===== config.mk =====
export PLATFORM = sky130hd
export DESIGN_NAME = serial_port_config
export DESIGN_NICKNAME = d
export VERILOG_FILES = /design/src/rtl/serial_port_pkg.sv /design/src/rtl/pin_sync.sv /design/src/rtl/serial_port_config.sv
export SDC_FILE = /design/constraint.sdc
export NUM_CORES = 1
export LEC_CHECK = 0
export BUFFER_PORTS_ARGS = -buffer_cell sky130_fd_sc_hd__buf_4
export CAP_MARGIN = 30
export CORE_MARGIN = 2
export CORE_UTILIZATION = 45
export CTS_CLUSTER_DIAMETER = 200
export CTS_CLUSTER_SIZE = 12
export DETAILED_ROUTE_END_ITERATION = 10
export GPL_ROUTABILITY_DRIVEN = 0
export PLACE_DENSITY = 0.64
export SETUP_SLACK_MARGIN = 0.5
export SYNTH_ARGS = -nofsm -noshare
export SYNTH_HDL_FRONTEND = slang
export SYNTH_HIERARCHICAL = 1
export SYNTH_SLANG_ARGS = --single-unit

===== constraint.sdc =====
create_clock -name REF_CLK_IN -period 2.83 [get_ports REF_CLK_IN]
set_clock_uncertainty 0.05 [all_clocks]
set_input_delay 0.566 -clock REF_CLK_IN [delete_from_list [all_inputs] [get_ports REF_CLK_IN]]
set_output_delay 0.566 -clock REF_CLK_IN [all_outputs]
set_load 0.01 [all_outputs]

===== src/rtl/serial_port_pkg.sv =====
package serial_port_pkg;

	// ****************************************************************
	// Register map
	// ****************************************************************
	localparam int         ADDR_W            = 5;
	localparam logic [4:0] SPC_ADDR          = 5'h18;
	localparam logic [4:0] REV_ADDR          = 5'h1F;
	localparam logic [7:0] SPC_RESET         = 8'h00;
	localparam logic [7:0] SPC_WRITE_MASK    = 8'hE7;
	localparam logic [7:0] UNMAPPED_READ     = 8'h00;
	// Arbitrary neutral value; the real part code is deliberately not used.
	localparam logic [7:0] REV_ID_DEFAULT    = 8'h5A;

	// ****************************************************************
	// Control field positions (each function sits twice, mirrored)
	// ****************************************************************
	localparam int ORDER_HI   = 7;
	localparam int ORDER_LO   = 0;
	localparam int WIRE_HI    = 6;
	localparam int WIRE_LO    = 1;
	localparam int RELEASE_HI = 5;
	localparam int RELEASE_LO = 2;

	// ****************************************************************
	// Instruction byte fields
	// ****************************************************************
	localparam int INSTR_CMD_BIT  = 7;
	localparam int INSTR_READ_BIT = 6;
	localparam int INSTR_WORD_BIT = 5;
	localparam logic [2:0] LAST_BIT_IDX = 3'h7;
	localparam logic [2:0] FIRST_BIT_IDX = 3'h0;

	// ****************************************************************
	// Synchroniser
	// ****************************************************************
	localparam int PIN_COUNT = 3;

	typedef struct packed {
		logic lsb_first;
		logic wire_count_select;
		logic early_release;
	} port_cfg_t;

	typedef enum {PH_INSTR, PH_WRITE, PH_READ, PH_IGNORE} phase_t;

	function automatic port_cfg_t cfg_of(input logic [7:0] r);
		port_cfg_t c;
		c.lsb_first         = r[ORDER_HI] | r[ORDER_LO];
		c.wire_count_select = r[WIRE_HI] | r[WIRE_LO];
		c.early_release     = r[RELEASE_HI] | r[RELEASE_LO];
		return c;
	endfunction : cfg_of

	// Bit that travels in slot idx of a byte for the given order.
	function automatic logic pick_bit(input logic [7:0] b, input logic [2:0] idx,
		input logic lsb);
		return lsb ? b[idx] : b[3'h7 - idx];
	endfunction : pick_bit

endpackage : serial_port_pkg


===== src/rtl/pin_sync.sv =====
`timescale 1ns/100ps
module pin_sync #(
	parameter int WIDTH = 1
) (
	input  wire logic             REF_CLK_IN,
	input  wire logic             RSTN_IN,
	input  wire logic [WIDTH-1:0] ASYNC_IN,
	input  wire logic [WIDTH-1:0] RESET_VAL_IN,
	output logic      [WIDTH-1:0] SYNC_OUT
);
	logic [WIDTH-1:0] meta_q;
	logic [WIDTH-1:0] meta_d;
	logic [WIDTH-1:0] sync_q;
	logic [WIDTH-1:0] sync_d;
	logic [1:0]       primed_q;

	// ****************************************************************
	// Two-flop crossing
	// ****************************************************************
	// The reset value port only steers the output until both stages hold pin samples,
	// so the flops themselves reset to constants and no false level leaks out.
	always_comb begin
		meta_d = ASYNC_IN;
		sync_d = meta_q;
	end

	always_ff @(posedge REF_CLK_IN or negedge RSTN_IN) begin
		if (!RSTN_IN) begin
			meta_q   <= '0;
			sync_q   <= '0;
			primed_q <= 2'h0;
		end else begin
			meta_q   <= meta_d;
			sync_q   <= sync_d;
			primed_q <= {primed_q[0], 1'b1};
		end
	end

	assign SYNC_OUT = primed_q[1] ? sync_q : RESET_VAL_IN;

endmodule : pin_sync


===== src/rtl/serial_port_config.sv =====
// Operation
// - Each control bit is held twice in the control register, mirrored about its centre.
// - A function is on when either of its two mirrored copies is set.
// - The control register sits at address 24 and is written and read serially.
// - The write instruction 0001 1000 to address 24 decodes in either bit order.
// - Bit order 1 shifts bytes least significant bit first, 0 (reset) most first.
// - In two-wire mode the data input pin drives out during the read data phase only.
// - In two-wire mode what goes out on the data input pin also goes out on data output.
// - In three-wire mode data is received on data input and sent on data output only.
// - With early release set the driven line floats on the last active edge of the last byte.
// - With early release clear the line floats on the next inactive edge or chip select high.
// - The data output pin floats at the same moment whatever the wire mode.
// - A read-only revision register at address 31 holds a fixed revision code.
`timescale 1ns/100ps
module serial_port_config
	import serial_port_pkg::*;
#(
	parameter logic [7:0] REVISION_ID = REV_ID_DEFAULT
) (
	input  wire logic REF_CLK_IN,
	input  wire logic RSTN_IN,
	input  wire logic SCLK_IN,
	input  wire logic CS_N_IN,
	input  wire logic DIN_IN,
	output logic      DIN_OUT,
	output logic      DIN_OE_N_OUT,
	output logic      DOUT_OUT,
	output logic      DOUT_OE_N_OUT,
	output logic      LSB_FIRST_OUT,
	output logic      WIRE_COUNT_SELECT_OUT,
	output logic      EARLY_RELEASE_OUT
);

	// ****************************************************************
	// Pin crossing and edge detection
	// ****************************************************************
	logic [PIN_COUNT-1:0] pins_s;
	logic                 sclk_s;
	logic                 cs_n_s;
	logic                 din_s;
	logic                 sclk_prev_q;
	logic                 sclk_rise;
	logic                 sclk_fall;

	pin_sync #(
		.WIDTH(PIN_COUNT)
	) u_sync (
		.REF_CLK_IN  (REF_CLK_IN),
		.RSTN_IN     (RSTN_IN),
		.ASYNC_IN    ({SCLK_IN, CS_N_IN, DIN_IN}),
		.RESET_VAL_IN({1'b0, 1'b1, 1'b0}),
		.SYNC_OUT    (pins_s)
	);

	assign sclk_s    = pins_s[2];
	assign cs_n_s    = pins_s[1];
	assign din_s     = pins_s[0];
	// Active edge is the rising one; data is sampled there and changed on the falling one, except the first bit of a read byte, set on the active edge before it.
	assign sclk_rise = sclk_s & ~sclk_prev_q;
	assign sclk_fall = ~sclk_s & sclk_prev_q;

	// ****************************************************************
	// Transfer state
	// ****************************************************************
	phase_t            phase_q;
	phase_t            phase_d;
	logic [2:0]        cnt_q;
	logic [2:0]        cnt_d;
	logic [7:0]        shift_q;
	logic [7:0]        shift_d;
	logic [ADDR_W-1:0] addr_q;
	logic [ADDR_W-1:0] addr_d;
	logic              word_q;
	logic              word_d;
	logic              second_q;
	logic              second_d;
	logic [7:0]        tx_q;
	logic [7:0]        tx_d;
	logic              out_bit_q;
	logic              out_bit_d;
	logic              drive_q;
	logic              drive_d;
	logic              hold_q;
	logic              hold_d;
	logic [7:0]        spc_q;
	logic [7:0]        spc_d;
	port_cfg_t         cfg_q;
	port_cfg_t         cfg_d;
	logic [7:0]        rx_byte;
	logic [7:0]        next_tx;
	logic [ADDR_W-1:0] next_addr;

	function automatic logic [7:0] reg_read(input logic [ADDR_W-1:0] a,
		input logic [7:0] spc);
		logic [7:0] v;
		v = UNMAPPED_READ;
		if (a == SPC_ADDR) begin
			v = spc;
		end else if (a == REV_ADDR) begin
			v = REVISION_ID;
		end
		return v;
	endfunction : reg_read

	always_comb begin
		phase_d   = phase_q;
		cnt_d     = cnt_q;
		shift_d   = shift_q;
		addr_d    = addr_q;
		word_d    = word_q;
		second_d  = second_q;
		tx_d      = tx_q;
		out_bit_d = out_bit_q;
		drive_d   = drive_q;
		hold_d    = hold_q;
		spc_d     = spc_q;
		cfg_d     = cfg_q;
		rx_byte   = cfg_q.lsb_first ? {din_s, shift_q[7:1]} : {shift_q[6:0], din_s};
		next_addr = addr_q + 5'h01;
		next_tx   = reg_read(next_addr, spc_q);
		if (cs_n_s) begin
			// Chip select high ends any transfer and floats both lines at once.
			phase_d  = PH_INSTR;
			cnt_d    = FIRST_BIT_IDX;
			second_d = 1'b0;
			drive_d  = 1'b0;
			hold_d   = 1'b0;
		end else if (sclk_fall) begin
			if (hold_q) begin
				drive_d = 1'b0;
				hold_d  = 1'b0;
			end else if (drive_q && cnt_q != FIRST_BIT_IDX) begin
				out_bit_d = pick_bit(tx_q, cnt_q, cfg_q.lsb_first);
			end
		end else if (sclk_rise) begin
			shift_d = rx_byte;
			cnt_d   = cnt_q + 3'h1;
			if (cnt_q == LAST_BIT_IDX) begin
				unique case (phase_q)
					PH_INSTR: begin
						// Decodes the same in either order because 0001 1000 is symmetric.
						if (!rx_byte[INSTR_CMD_BIT]) begin
							addr_d = rx_byte[ADDR_W-1:0];
							word_d = rx_byte[INSTR_WORD_BIT];
							if (rx_byte[INSTR_READ_BIT]) begin
								phase_d   = PH_READ;
								tx_d      = reg_read(rx_byte[ADDR_W-1:0], spc_q);
								out_bit_d = pick_bit(tx_d, FIRST_BIT_IDX, cfg_q.lsb_first);
								drive_d   = 1'b1;
							end else begin
								phase_d = PH_WRITE;
							end
						end else begin
							phase_d = PH_IGNORE;
						end
					end
					PH_WRITE: begin
						if (addr_q == SPC_ADDR) begin
							// Reserved middle bits are kept clear even if the host errs.
							spc_d = rx_byte & SPC_WRITE_MASK;
							// Taken only after the byte completes, so it shapes the next one.
							cfg_d = cfg_of(spc_d);
						end
						if (word_q && !second_q) begin
							second_d = 1'b1;
							addr_d   = next_addr;
						end else begin
							phase_d = PH_IGNORE;
						end
					end
					PH_READ: begin
						if (word_q && !second_q) begin
							second_d  = 1'b1;
							addr_d    = next_addr;
							tx_d      = next_tx;
							out_bit_d = pick_bit(next_tx, FIRST_BIT_IDX, cfg_q.lsb_first);
						end else begin
							phase_d = PH_IGNORE;
							if (cfg_q.early_release) begin
								drive_d = 1'b0;
							end else begin
								hold_d = 1'b1;
							end
						end
					end
					PH_IGNORE: begin
						phase_d = PH_IGNORE;
					end
				endcase
			end
		end
	end

	always_ff @(posedge REF_CLK_IN or negedge RSTN_IN) begin
		if (!RSTN_IN) begin
			sclk_prev_q <= 1'b0;
			phase_q     <= PH_INSTR;
			cnt_q       <= FIRST_BIT_IDX;
			shift_q     <= 8'h00;
			addr_q      <= 5'h00;
			word_q      <= 1'b0;
			second_q    <= 1'b0;
			tx_q        <= 8'h00;
			out_bit_q   <= 1'b0;
			drive_q     <= 1'b0;
			hold_q      <= 1'b0;
			spc_q       <= SPC_RESET;
			cfg_q       <= '0;
		end else begin
			sclk_prev_q <= sclk_s;
			phase_q     <= phase_d;
			cnt_q       <= cnt_d;
			shift_q     <= shift_d;
			addr_q      <= addr_d;
			word_q      <= word_d;
			second_q    <= second_d;
			tx_q        <= tx_d;
			out_bit_q   <= out_bit_d;
			drive_q     <= drive_d;
			hold_q      <= hold_d;
			spc_q       <= spc_d;
			cfg_q       <= cfg_d;
		end
	end

	// ****************************************************************
	// Pin drivers
	// ****************************************************************
	// Both pins carry the same bit and share the drive_q enable, gated by two-wire mode on the data input pin, so in that mode they float together.
	assign DOUT_OUT              = out_bit_q;
	assign DOUT_OE_N_OUT         = ~drive_q;
	assign DIN_OUT               = out_bit_q;
	assign DIN_OE_N_OUT          = ~(drive_q & cfg_q.wire_count_select);
	assign LSB_FIRST_OUT         = cfg_q.lsb_first;
	assign WIRE_COUNT_SELECT_OUT = cfg_q.wire_count_select;
	assign EARLY_RELEASE_OUT     = cfg_q.early_release;

endmodule : serial_port_config


Yosys cells after proc, flatten, opt, wreduce, memory -nomap -nowiden
Cells that the tools add are included.

Register bits after elaboration: 79. Output and inout port bits: 7. Word-level logic and storage cells: 156.

Add/sub/neg operators: 3. Magnitude comparators: 2. Equal/unequal tests: 27. Muxes and demuxes: 63. Bitwise gates (word level): 13. Reductions and logical operators: 30.

Operators with widths (count): two-way mux 32 bit (6); case mux 32 bit (3 select lines) (1); == test 32 x 2 -> 1 bit (second input constant) (2); two-way mux 8 bit (6); two-way mux 1 bit (35); == test 32 x 1 -> 1 bit (second input constant) (1); zero test 32 bit (1); == test 5 bit (second input constant) (5); inequality test 3 bit (second input constant) (6); inequality test 4 bit (second input constant) (4); case mux 8 bit (2 select lines) (1); AND reduction 8 bit (2); nonzero test 2 bit (8); nonzero test 3 bit (5); two-way mux 7 bit (2); two-way mux 3 bit (4); AND reduction 6 bit (2); two-way mux 5 bit (2); inequality test 2 bit (second input constant) (5); case mux 5 bit (2 select lines) (1); AND reduction 5 bit (2); AND reduction 9 bit (1); < comparator 3 x 4 -> 1 bit (second input constant) (2); NOT 1 bit (7); 19 further kinds (27).

Depth between registers and ports, before layout
Gate-level depths: netlist (run 1).

Depth in word-level cells: 12. Depth in mapped cells: 9.

Cells and area by module
Netlist (run 1), hierarchy kept.

By module, submodules not included: serial_port_config (times used 1, cells an instance 253, area an instance 2482.4 sq um, sequential area each 1001.0 sq um); pin_sync (times used 1, cells an instance 12, area an instance 237.7 sq um, sequential area each 200.2 sq um).

Least setup slack after synthesis (run 1)
Ideal clock, no wire load.

Path kind: flip-flop to flip-flop. Start point: register u_sync.primed_q[1]. End point: register out_bit_q (netlist: DIN_OUT). Setup time: 0.126 ns. Arrival: 1.929 ns. Data required time: 2.654 ns. Setup slack: 0.725 ns. Stages on the path, launching flop included: 9. Buffers on the path: 1. Cells stage by stage: dfrtp_1 -> mux2_2 -> inv_1 -> ha_1 -> buf_2 -> nand3b_1 -> a2111oi_0 -> a21oi_1 -> a221o_1.

Elaborated cells between the ends (all ways): 24.

RTL lines: from (decl) (RTL line pin_sync.sv:15) `logic [1:0] primed_q;`; from (signal assigned) (RTL line pin_sync.sv:35) `primed_q <= {primed_q[0], 1'b1};`; two-way mux 3 bit (*) (RTL line pin_sync.sv:39) `assign SYNC_OUT = primed_q[1] ? sync_q : RESET_VAL_IN;`; via pins_s[2] (RTL line serial_port_config.sv:37) `logic [PIN_COUNT-1:0] pins_s;`; NOT 1 bit (RTL line serial_port_config.sv:60) `assign sclk_fall = ~sclk_s & sclk_prev_q;`; AND 1 bit (RTL line serial_port_config.sv:60); inequality test 3 bit (no source line), or another cell as far along; AND reduction 9 bit (no source line); to (signal assigned) (RTL line serial_port_config.sv:218) `out_bit_q <= out_bit_d;`; to (decl) (RTL line serial_port_config.sv:79) `logic out_bit_q;`.

Mark *: on every way through the listed nets, which the timed path passes. The rest lies on a longest branch. The select of a mux whose other input is x is not followed. A chain may end at the register's enable or synchronous reset.

Final worst setup path (run 1)
Ends and elaborated chain as after synthesis.

==> results of run 1 <==
registers in the layout, summed over array words and instances, names as in the netlist, 2 cells and up:
name	count
u_sync/meta_q	3
u_sync/sync_q	3
phase_q	2
spc_q	6
addr_q	5
u_sync/primed_q	2
tx_q	7
shift_q	8
cnt_q	3
per-layer routing:
layer  GRT usage, %  vias to the layer above  share of wire [%]
met5              0                        -                  0
met4           7.00                        0                1.7
met3           2.75                        9                2.0
met2           30.1                       28                 47
met1           25.5                      927                 49
li1               -                      950                  -
final timing paths:
kind / start / endpoint / cells past startpoint
setup / recovery: u_sync/primed_q[1]$_DFF_PN0_ / DIN_OUT$_DFFE_PN0P_ / 7
hold / removal: RSTN_IN / hold_q$_DFFE_PN0P_ / 1
setup reg to reg: u_sync/primed_q[1]$_DFF_PN0_ / DIN_OUT$_DFFE_PN0P_ / 7
hold reg to reg: u_sync/meta_q[0]$_DFF_PN0_ / u_sync/sync_q[0]$_DFF_PN0_ / 0
max in group asynchronous: RSTN_IN / LSB_FIRST_OUT$_DFFE_PN0P_ / 1
min in group REF_CLK_IN: u_sync/meta_q[0]$_DFF_PN0_ / u_sync/sync_q[0]$_DFF_PN0_ / 0
layout by cell type (no fill, tap or decap), types with 3 or more instances in the layout:
| cell type | synthesis | final |
|---|---|---|
| a21oi_1 | 10 | 10 |
| a31o_1 | 5 | 5 |
| a31o_2 | 3 | 3 |
| a31oi_1 | 5 | 5 |
| and3_1 | 3 | 3 |
| buf_4 | 1 | 16 |
| clkbuf_8 | 0 | 6 |
| conb_1 | 3 | 4 |
| dfrtp_1 | 48 | 47 |
| ha_1 | 14 | 13 |
| inv_1 | 14 | 14 |
| mux2_2 | 8 | 8 |
| mux2i_1 | 13 | 13 |
| mux4_1 | 4 | 4 |
| nand2_1 | 27 | 27 |
| nand2b_1 | 6 | 6 |
| nand3_1 | 7 | 7 |
| nand3b_1 | 5 | 5 |
| nand4_1 | 3 | 3 |
| nor2_1 | 16 | 16 |
| nor2b_1 | 8 | 8 |
| o21ai_0 | 21 | 21 |
area by class of cell:
cell class	instances	area (um^2)	area share [%]
Multi-Input combinational cell	191	1400	46.8
Sequential cell	48	1200	40.2
Timing Repair Buffer	16	120	4.02
Tap cell	75	93.8	3.14
Clock buffer	6	82.6	2.76
Inverter	14	52.6	1.76
Clock inverter	2	38.8	1.30
synth_stat cells (all sizes together), types with 4 or more instances:
master,count
buf,7
nand2b,6
dfrtp,48
o21ai,21
nand2,27
nor2,16
a31oi,5
nand3b,5
ha,14
a21oi,10
clkbuf,6
mux2i,13
a31o,8
nor2b,8
nand3,8
mux4,4
mux2,9
inv,14
critical path, delay by kind of cell, from the launching register on:
family / cells / cell delay (ns)
AO/OA/AOI/OAI: 3 / 0.80
flip-flops: 1 / 0.41
multiplexers: 1 / 0.32
adder cells (fa/ha/maj): 1 / 0.26
AND/OR/NAND/NOR: 1 / 0.12
buffers and inverters: 1 / 0.07
cells by family (layout without fill, tap and decap cells):
group / Yosys count / count (layout) / share of synthesized area (%)
AO/OA/AOI/OAI: 57 / 57 / 14.1
XOR/XNOR: 2 / 2 / 0.644
adder cells (fa/ha/maj): 14 / 14 / 6.44
buffers and inverters: 27 / 38 / 5.06
flip-flops: 48 / 48 / 44.2
multiplexers: 26 / 26 / 12.4
other: 3 / 4 / 0.414
AND/OR/NAND/NOR: 88 / 88 / 16.8
metrics by stage:
stage          setup WS (ns)  hold slack (ns)  cells  util [%]
2_1_floorplan          0.725            0.220    266         -
3_3_place_gp           0.615            0.283    344      48.5
3_5_place_dp           0.493            0.285    344      48.5
4_1_cts                0.537            0.233    352      50.6
5_1_grt                0.528            0.252    352      50.8
6_report               0.682            0.210    352      50.8
power breakdown:
group / total, uW / internal, uW / switching [uW]
combinational: 232 / 104 / 128
clock: 521 / 289 / 232
sequential: 791 / 735 / 55.6
total: 1540 / 1130 / 415
==> run_results.csv, run 1 <==
group,metric,value,unit
status,status,"complete, no violations",
clock_network,clkLatencyLatePin,0.30,ns
drt,drc,0,
clock_network,cts_tree,"done",
logic_synthesis,syn_inst,265,
setup_path,cp-end-kind,"flop",
logic_synthesis,avgSynthCellArea,10.3,um^2
drt,wl_per_cell,15.6,um
drt,drtAntennaViolNets,0,
sta,final.min_clock_period,2.15,ns
logic_synthesis,yosys.area.top_type_share,44.2,%
sta,period_share,75.9,%
logic_synthesis,synth_area,2720,um^2
clock_network,cts.sinks,48,
finish,diodes,0,
floorplan,die_h,81.7,um
logic_synthesis,yosys_warnings,6,
clock_network,clkTransAtPathRegs,0.09,ns
floorplan,core.rowCount,28,
logic_synthesis,yosysUniqueCellTypes,48,
floorplan,die_area,6680,um^2
sta,rsz0062_at_grt,"false",
setup_path,critPathMaxFanout,9,
power_and_ir_drop,power.total,1540,uW
setup_path,crit_required,2.97,ns
global_routing,track_usage,18.7,%
finish,syn_to_final_growth,9.89,%
sta,hold_viol_final,0,
drt,drt-initial-drc-count,120,
setup_path,slowest_delay,0.41,ns
power_and_ir_drop,p_leak,0.00135,uW
clock_network,cts-root-buf,"clkbuf_8",
setup_path,criticalPathCategory,"flop to flop",
logic_synthesis,synth_edf_count,0,
placed_design,placed_area,2850,um^2
setup_path,cp.arrival,2.29,ns
global_routing,grt_overflow_total,0,
job,drv_cap,0,
setup_path,r2r_setup_slack,0.68,ns
floorplan,io_pins,12,
clock_network,hold_buffers,0,
floorplan,core,5890,um^2
logic_synthesis,yosys-top-cells-area,"dfrtp_1, ha_1, mux2i_1, mux4_1, o21ai_0",
sta,slew_violations,0,
logic_synthesis,yosysSeqAreaShare,44.2,%
global_routing,grt_pass1_vias,1931,
logic_synthesis,async_flop_share,100,%
setup_path,cp-start-kind,"flop",
clock_network,ctsResizeCount,1,
logic_synthesis,post-synth-top-area-cell,"dfrtp_1",
sta,totalNegativeSetupSlack,0,ns
sta,worst_pin_slew,0.604,ns
clock_network,clock_path_buffers,2,
setup_path,critical_path.cell_chain,"mux2_2 -> inv_1 -> ha_2 -> nand3b_1 -> a2111oi_2 -> a21oi_1 -> a221o_1",
sta,setup_viol,0,
finish,fin_nets,295,
placed_design,portBuffers,11,
finish,stdcell_area,2990,um^2
logic_synthesis,ys_ff_latch,48,
finish,drive_above_1_share,16.6,%
drt,vias,1914,
sta,slew-limit-headroom,59.7,%
power_and_ir_drop,p_per_area,516,nW/um^2
floorplan,die_x,81.7,um
placed_design,place_hpwl,4040,um
clock_network,h-tree-depth,2,
drt,wl,5500,um
drt,post_drt_via_cell_ratio,5.44,
clock_network,cts_buffers,5,
sta,fmax,466,MHz
logic_synthesis,synth_ff_type,"dfrtp_1",
global_routing,grt_pass1_wl,9490,um
global_routing,grt_max_degree,49,
global_routing,antenna_found_initial,0,
power_and_ir_drop,ir_worst_vdd,0.232,mV
floorplan,initial_core_util,46.2,%
worst_hold_path,hp-class,"input pin to async pin",
finish,fillers,560,
setup_path,critPathSlowestCell,"dfrtp_1",
drt,dr.pass1.iters,4,
clock_network,post_cts_buffers,0,
No activity file was read; power rests on OpenSTA's default activity.
==> inputs of run 2 (changes only) <==
- clock period: 2.83 -> 2.2 ns (I/O delays scaled with it)
==> run 2 against run 1 <==
Effect of this change: utilization up 8.1 points; cell count up 8.8%; sequential power up 29%; combinational power up 77%; routed wire length up 19%; register-to-register slack worse by 0.46 ns; design area up 16%; flip-flop and latch count unchanged; critical endpoint is now tx_q[7]$_DFFE_PN0P_; largest power group unchanged; highest routed layer unchanged.
==> run_results.csv, run 2 (synthesized netlist as in run 1, its figures left out) <==
group,metric,value,unit
sta,slew-limit-headroom,59.1,%
setup_path,cp-start-kind,"flop",
setup_path,slowest_delay,0.42,ns
sta,fmax,504,MHz
sta,totalNegativeSetupSlack,0,ns
setup_path,critPathMaxFanout,5,
clock_network,clkLatencyLatePin,0.31,ns
power_and_ir_drop,p_per_area,561,nW/um^2
finish,reg_top3,"shift_q x8, tx_q x7, spc_q x6",
floorplan,die_area,6680,um^2
placed_design,place_hpwl,4220,um
setup_path,cp-end-kind,"flop",
setup_path,critical_path.cell_chain,"mux2_2 -> or3_1 -> a221oi_2 -> inv_1 -> o22ai_4 -> a31o_1",
sta,final.min_clock_period,1.98,ns
setup_path,criticalPathCategory,"flop to flop",
finish,drive_above_1_share,35.1,%
sta,rsz0062_at_grt,"true",
setup_path,cp.arrival,2.18,ns
job,drv_cap,0,
floorplan,core,5890,um^2
drt,wl,6570,um
drt,vias,2123,
finish,final_util,58.9,%
clock_network,hold_buffers,0,
sta,worst_pin_slew,0.597,ns
clock_network,cts_tree,"done",
global_routing,grt_pass1_wl,10300,um
drt,drt-initial-drc-count,149,
clock_network,clock_path_buffers,2,
global_routing,grtUsageMet3,3.30,%
finish,top_register,"shift_q",
sta,hold_viol_final,0,
global_routing,grt.busiest_layer,"met2",
power_and_ir_drop,ir_worst_vdd,0.284,mV
finish,layout_common_cells,"dfrtp_1, buf_4, nand2_1, o21ai_0",
drt,wl_per_cell,17.2,um
status,status,"complete, no violations",
drt,post_drt_via_cell_ratio,5.54,
drt,dr.pass1.iters,4,
global_routing,track_usage,20.6,%
floorplan,core.rowCount,28,
floorplan,initial_core_util,46.2,%
sta,slew_violations,0,
sta,setup_viol,0,
clock_network,clkTransAtPathRegs,0.09,ns
global_routing,grt_overflow_total,0,
setup_path,critPathSlowestCell,"dfrtp_1",
clock_network,cts.sinks,48,
power_and_ir_drop,p_leak,0.00153,uW
clock_network,cts-root-buf,"clkbuf_8",
clock_network,h-tree-depth,2,
sta,period_share,90.1,%
placed_design,portBuffers,11,
global_routing,use_met2,34.3,%
finish,fin_nets,327,
floorplan,io_pins,12,
finish,largest_reg_flops,8,
global_routing,grt.met1_usage,27.3,%
finish,diodes,0,
clock_network,cts_buffers,5,
setup_path,crit_required,2.40,ns
drt,drc,0,
floorplan,die_h,81.7,um
finish,final_common_cell,"dfrtp_1",
floorplan,die_x,81.7,um
finish,syn_to_final_growth,27.5,%
global_routing,antenna_found_initial,0,
worst_hold_path,hp-class,"input pin to async pin",
global_routing,grt_max_degree,49,
global_routing,grt_pass1_vias,2033,
drt,drtAntennaViolNets,0,
## run 2: cell count changes in the layout (fill, tap and decap cells not counted), moves of 4 or more
cell,change
o21ai_0,-6
buf_6,+6
buf_4,+21
ha_1,-4
## run 2: routing by layer
layer / vias up / part of all wire [%]
met3: 11 / 2.3
met1: 1051 / 46
met5: - / 0
li1: 1025 / -
met2: 36 / 50
met4: 0 / 1.8
## run 2: through the flow
stage | power, uW | std cells | hold WS (ns) | area (um^2) | worst slack (ns)
after floorplan | 1220 | 266 | 0.0944 | 2780 | 0.319
final | 1940 | 383 | 0.0873 | 3470 | 0.217
after global routing | 2040 | 383 | 0.135 | 3470 | 0.163
after global placement | 1340 | 351 | 0.282 | 2950 | 0.0265
after detailed placement | 1350 | 351 | 0.285 | 2950 | 0.00944
after CTS | 1900 | 371 | 0.115 | 3250 | 0.247
## run 2: cell type report
type                    count  area [um^2]
fillers                   498         2420
multi-input cells         193         1630
flip-flops and latches     48         1200
repair buffers             46          405
well taps                  75         93.8
clock buffers               6         72.6
inverters                  14         52.6
clock inverters             1         5.00
## run 2: repair_timing
action                                  4_1_cts  5_1_grt
gates cloned                                  0        3
gates resized for setup                      22       33
buffers inserted                             13        9
endpoints found under the setup margin       29       33
pin swaps                                     7       14
## run 2: final timing paths
kind / startpoint / to / slack [ns] / cells after the start
worst max-delay path: u_sync/primed_q[1]$_DFF_PN0_ / tx_q[7]$_DFFE_PN0P_ / 0.22 / 6
worst min-delay path: RSTN_IN / cnt_q[2]$_DFFE_PN0P_ / 0.09 / 1
worst max register to register: u_sync/primed_q[1]$_DFF_PN0_ / tx_q[7]$_DFFE_PN0P_ / 0.22 / 6
worst min register to register: u_sync/meta_q[2]$_DFF_PN0_ / u_sync/sync_q[2]$_DFF_PN0_ / 0.29 / 0
max in group asynchronous: RSTN_IN / LSB_FIRST_OUT$_DFFE_PN0P_ / 1.55 / 1
min in group REF_CLK_IN: SCLK_IN / u_sync/meta_q[2]$_DFF_PN0_ / 0.19 / 1
## run 2: critical path, delay by kind of cell, from the launching register on
kind,cells,cell delay [ns]
compound gates,3,0.67
flops,1,0.42
simple gates,1,0.34
mux,1,0.32
buf+inv,1,0.13
## run 2: where the power goes
part	switching [uW]	total, uW	leakage [uW]	internal (uW)
logic	222	411	0.000847	189
clock network	294	511	0.0000410	217
registers	75.6	1020	0.000638	946
total	592	1940	0.00153	1350
==> inputs of run 3 (changes only) <==
- CORE_ASPECT_RATIO: unset -> 0.9
==> run 3 against run 2 <==
Effect of this change: highest routed layer unchanged; critical path depth stayed put; worst hold slack got worse by 0.0070 ns; combinational power up 5.8%; global-route usage fell by 1.0 points; register-to-register slack worse by 0.03 ns; first-iteration DRC count fell by 44%.
==> run_results.csv, run 3 (synthesized netlist as in run 1, its figures left out) <==
group,metric,value,unit
power_and_ir_drop,clock_power_share,31.4,%
setup_path,cp.arrival,2.22,ns
global_routing,grt_pass1_vias,2030,
sta,rsz0062_at_grt,"true",
sta,hold_viol_final,0,
finish,final_util,61.9,%
setup_path,cp-end-kind,"flop",
finish,layout_common_cells,"dfrtp_1, buf_4, nand2_1, nor2_1, buf_6",
drt,post_drt_via_cell_ratio,5.66,
setup_path,r2r_cells,6,
clock_network,hold_buffers,0,
clock_network,clkLatencyLatePin,0.31,ns
floorplan,io_pins,12,
sta,setup_viol,0,
placed_design,portBuffers,11,
clock_network,cts_tree,"done",
floorplan,core.rowCount,26,
finish,reg_top3,"shift_q x8, tx_q x7, spc_q x6",
setup_path,crit_required,2.40,ns
floorplan,core,5760,um^2
finish,top_register,"shift_q",
floorplan,die_area,6680,um^2
placed_design,post-place-ws,0.112,ns
finish,syn_to_final_growth,31.0,%
sta,period_share,91.6,%
power_and_ir_drop,p_int,1490,uW
floorplan,initial_core_util,47.2,%
clock_network,cts_buffers,5,
global_routing,track_usage,19.6,%
clock_network,h-tree-depth,2,
job,drv_cap,0,
power_and_ir_drop,swShare,29.9,%
placed_design,place_hpwl,4060,um
global_routing,antenna_found_initial,0,
setup_path,critPathMaxFanout,5,
sta,fmax,496,MHz
sta,worst_pin_slew,0.613,ns
setup_path,cp-start-kind,"flop",
clock_network,clkTransAtPathRegs,0.10,ns
finish,fillers,465,
clock_network,cts.sinks,48,
finish,fin_nets,328,
setup_path,criticalPathCategory,"flop to flop",
drt,vias,2152,
floorplan,die_h,77.8,um
finish,drive_above_1_share,38.1,%
global_routing,grt_overflow_total,0,
sta,setup_slack,0.184,ns
sta,totalNegativeSetupSlack,0,ns
finish,diodes,0,
power_and_ir_drop,p_per_area,598,nW/um^2
power_and_ir_drop,p_sw,636,uW
drt,drtAntennaViolNets,0,
global_routing,grt_max_degree,49,
global_routing,grt_pass1_wl,10300,um
setup_path,worstSetupStartpoint,"u_sync/primed_q[1]$_DFF_PN0_",
power_and_ir_drop,p_comb_share,20.4,%
clock_network,clock_path_buffers,2,
setup_path,r2r_start,"u_sync/primed_q[1]$_DFF_PN0_",
status,status,"complete, no violations",
drt,dr.pass1.iters,4,
worst_hold_path,hp-class,"input pin to async pin",
finish,final_common_cell,"dfrtp_1",
power_and_ir_drop,ir_worst_vdd,0.817,mV
drt,drt-initial-drc-count,83,
drt,wl,6490,um
power_and_ir_drop,seqPwrFrac,48.2,%
sta,slew-limit-headroom,59.1,%
drt,wl_per_cell,17.1,um
floorplan,die_x,86.0,um
power_and_ir_drop,p_leak,0.00156,uW
drt,drc,0,
sta,final.min_clock_period,2.02,ns
clock_network,cts-root-buf,"clkbuf_8",
finish,largest_reg_flops,8,
sta,slew_violations,0,
run 3: cell count changes in the layout (fill, tap and decap cells not counted), sizes merged:
| cell | before | now |
|---|---|---|
| buf | 45 | 47 |
| clkbuf | 7 | 5 |
| bufinv | 0 | 1 |
| clkinv | 1 | 0 |
| clkinvlp | 0 | 1 |
| inv | 14 | 15 |
run 3: area by class of cell:
cell class | instances | area (um^2) | area share (%)
clock inverters | 3 | 46.3 | 1.30
well taps | 70 | 87.6 | 2.46
inverters | 14 | 55.1 | 1.54
clock buffers | 5 | 68.8 | 1.93
repair buffers | 47 | 413 | 11.6
multi-input cells | 193 | 1690 | 47.3
flip-flops and latches | 48 | 1210 | 33.8
run 3: worst paths after layout:
path / slack, ns / end
worst max-delay path: 0.18 / tx_q[5]$_DFFE_PN0P_
worst min-delay path: 0.08 / u_sync/meta_q[1]$_DFF_PN0_
worst max register to register: 0.18 / tx_q[5]$_DFFE_PN0P_
worst min register to register: 0.31 / u_sync/primed_q[1]$_DFF_PN0_
max in group asynchronous: 1.56 / cnt_q[0]$_DFFE_PN0P_
min in group REF_CLK_IN: 0.18 / u_sync/meta_q[0]$_DFF_PN0_
run 3: power by group through the flow:
stage	clock [uW]	combinational, uW	sequential (uW)
final	668	435	1030
after global routing	724	475	1040
after global placement	0	309	1030
after CTS	687	378	1020
after floorplan	0	209	1010
after detailed placement	0	312	1030
run 3: metal layers:
layer / GRT usage, % / share of wire [%] / up-vias
li1: - / - / 1033
met1: 27.8 / 48 / 1076
met2: 31.2 / 47 / 32
met3: 3.62 / 3.3 / 11
met4: 4.29 / 1.4 / 0
met5: 0 / 0 / -
run 3: repair_timing:
action,4_1_cts,5_1_grt
resized for setup,35,51
endpoints found under the setup margin,30,35
setup buffers,17,5
pin swaps,8,17
cloned,1,2
run 3: critical path: stages, from the launching register on:
cell and delay (ns):
dfrtp_2 0.45, mux2_2 0.32, or3_1 0.32, a221oi_2 0.32, inv_1 0.13, o22ai_4 0.19, a31o_1 0.17
run 3: through the flow:
step	instances	hold slack [ns]	cell area, um^2	total power [uW]
2_1_floorplan	266	0.0944	2780	1220
3_3_place_gp	347	0.283	2950	1340
4_1_cts	373	0.102	3360	2080
6_report	380	0.0804	3560	2130
3_5_place_dp	347	0.286	2950	1350
5_1_grt	380	0.123	3560	2240
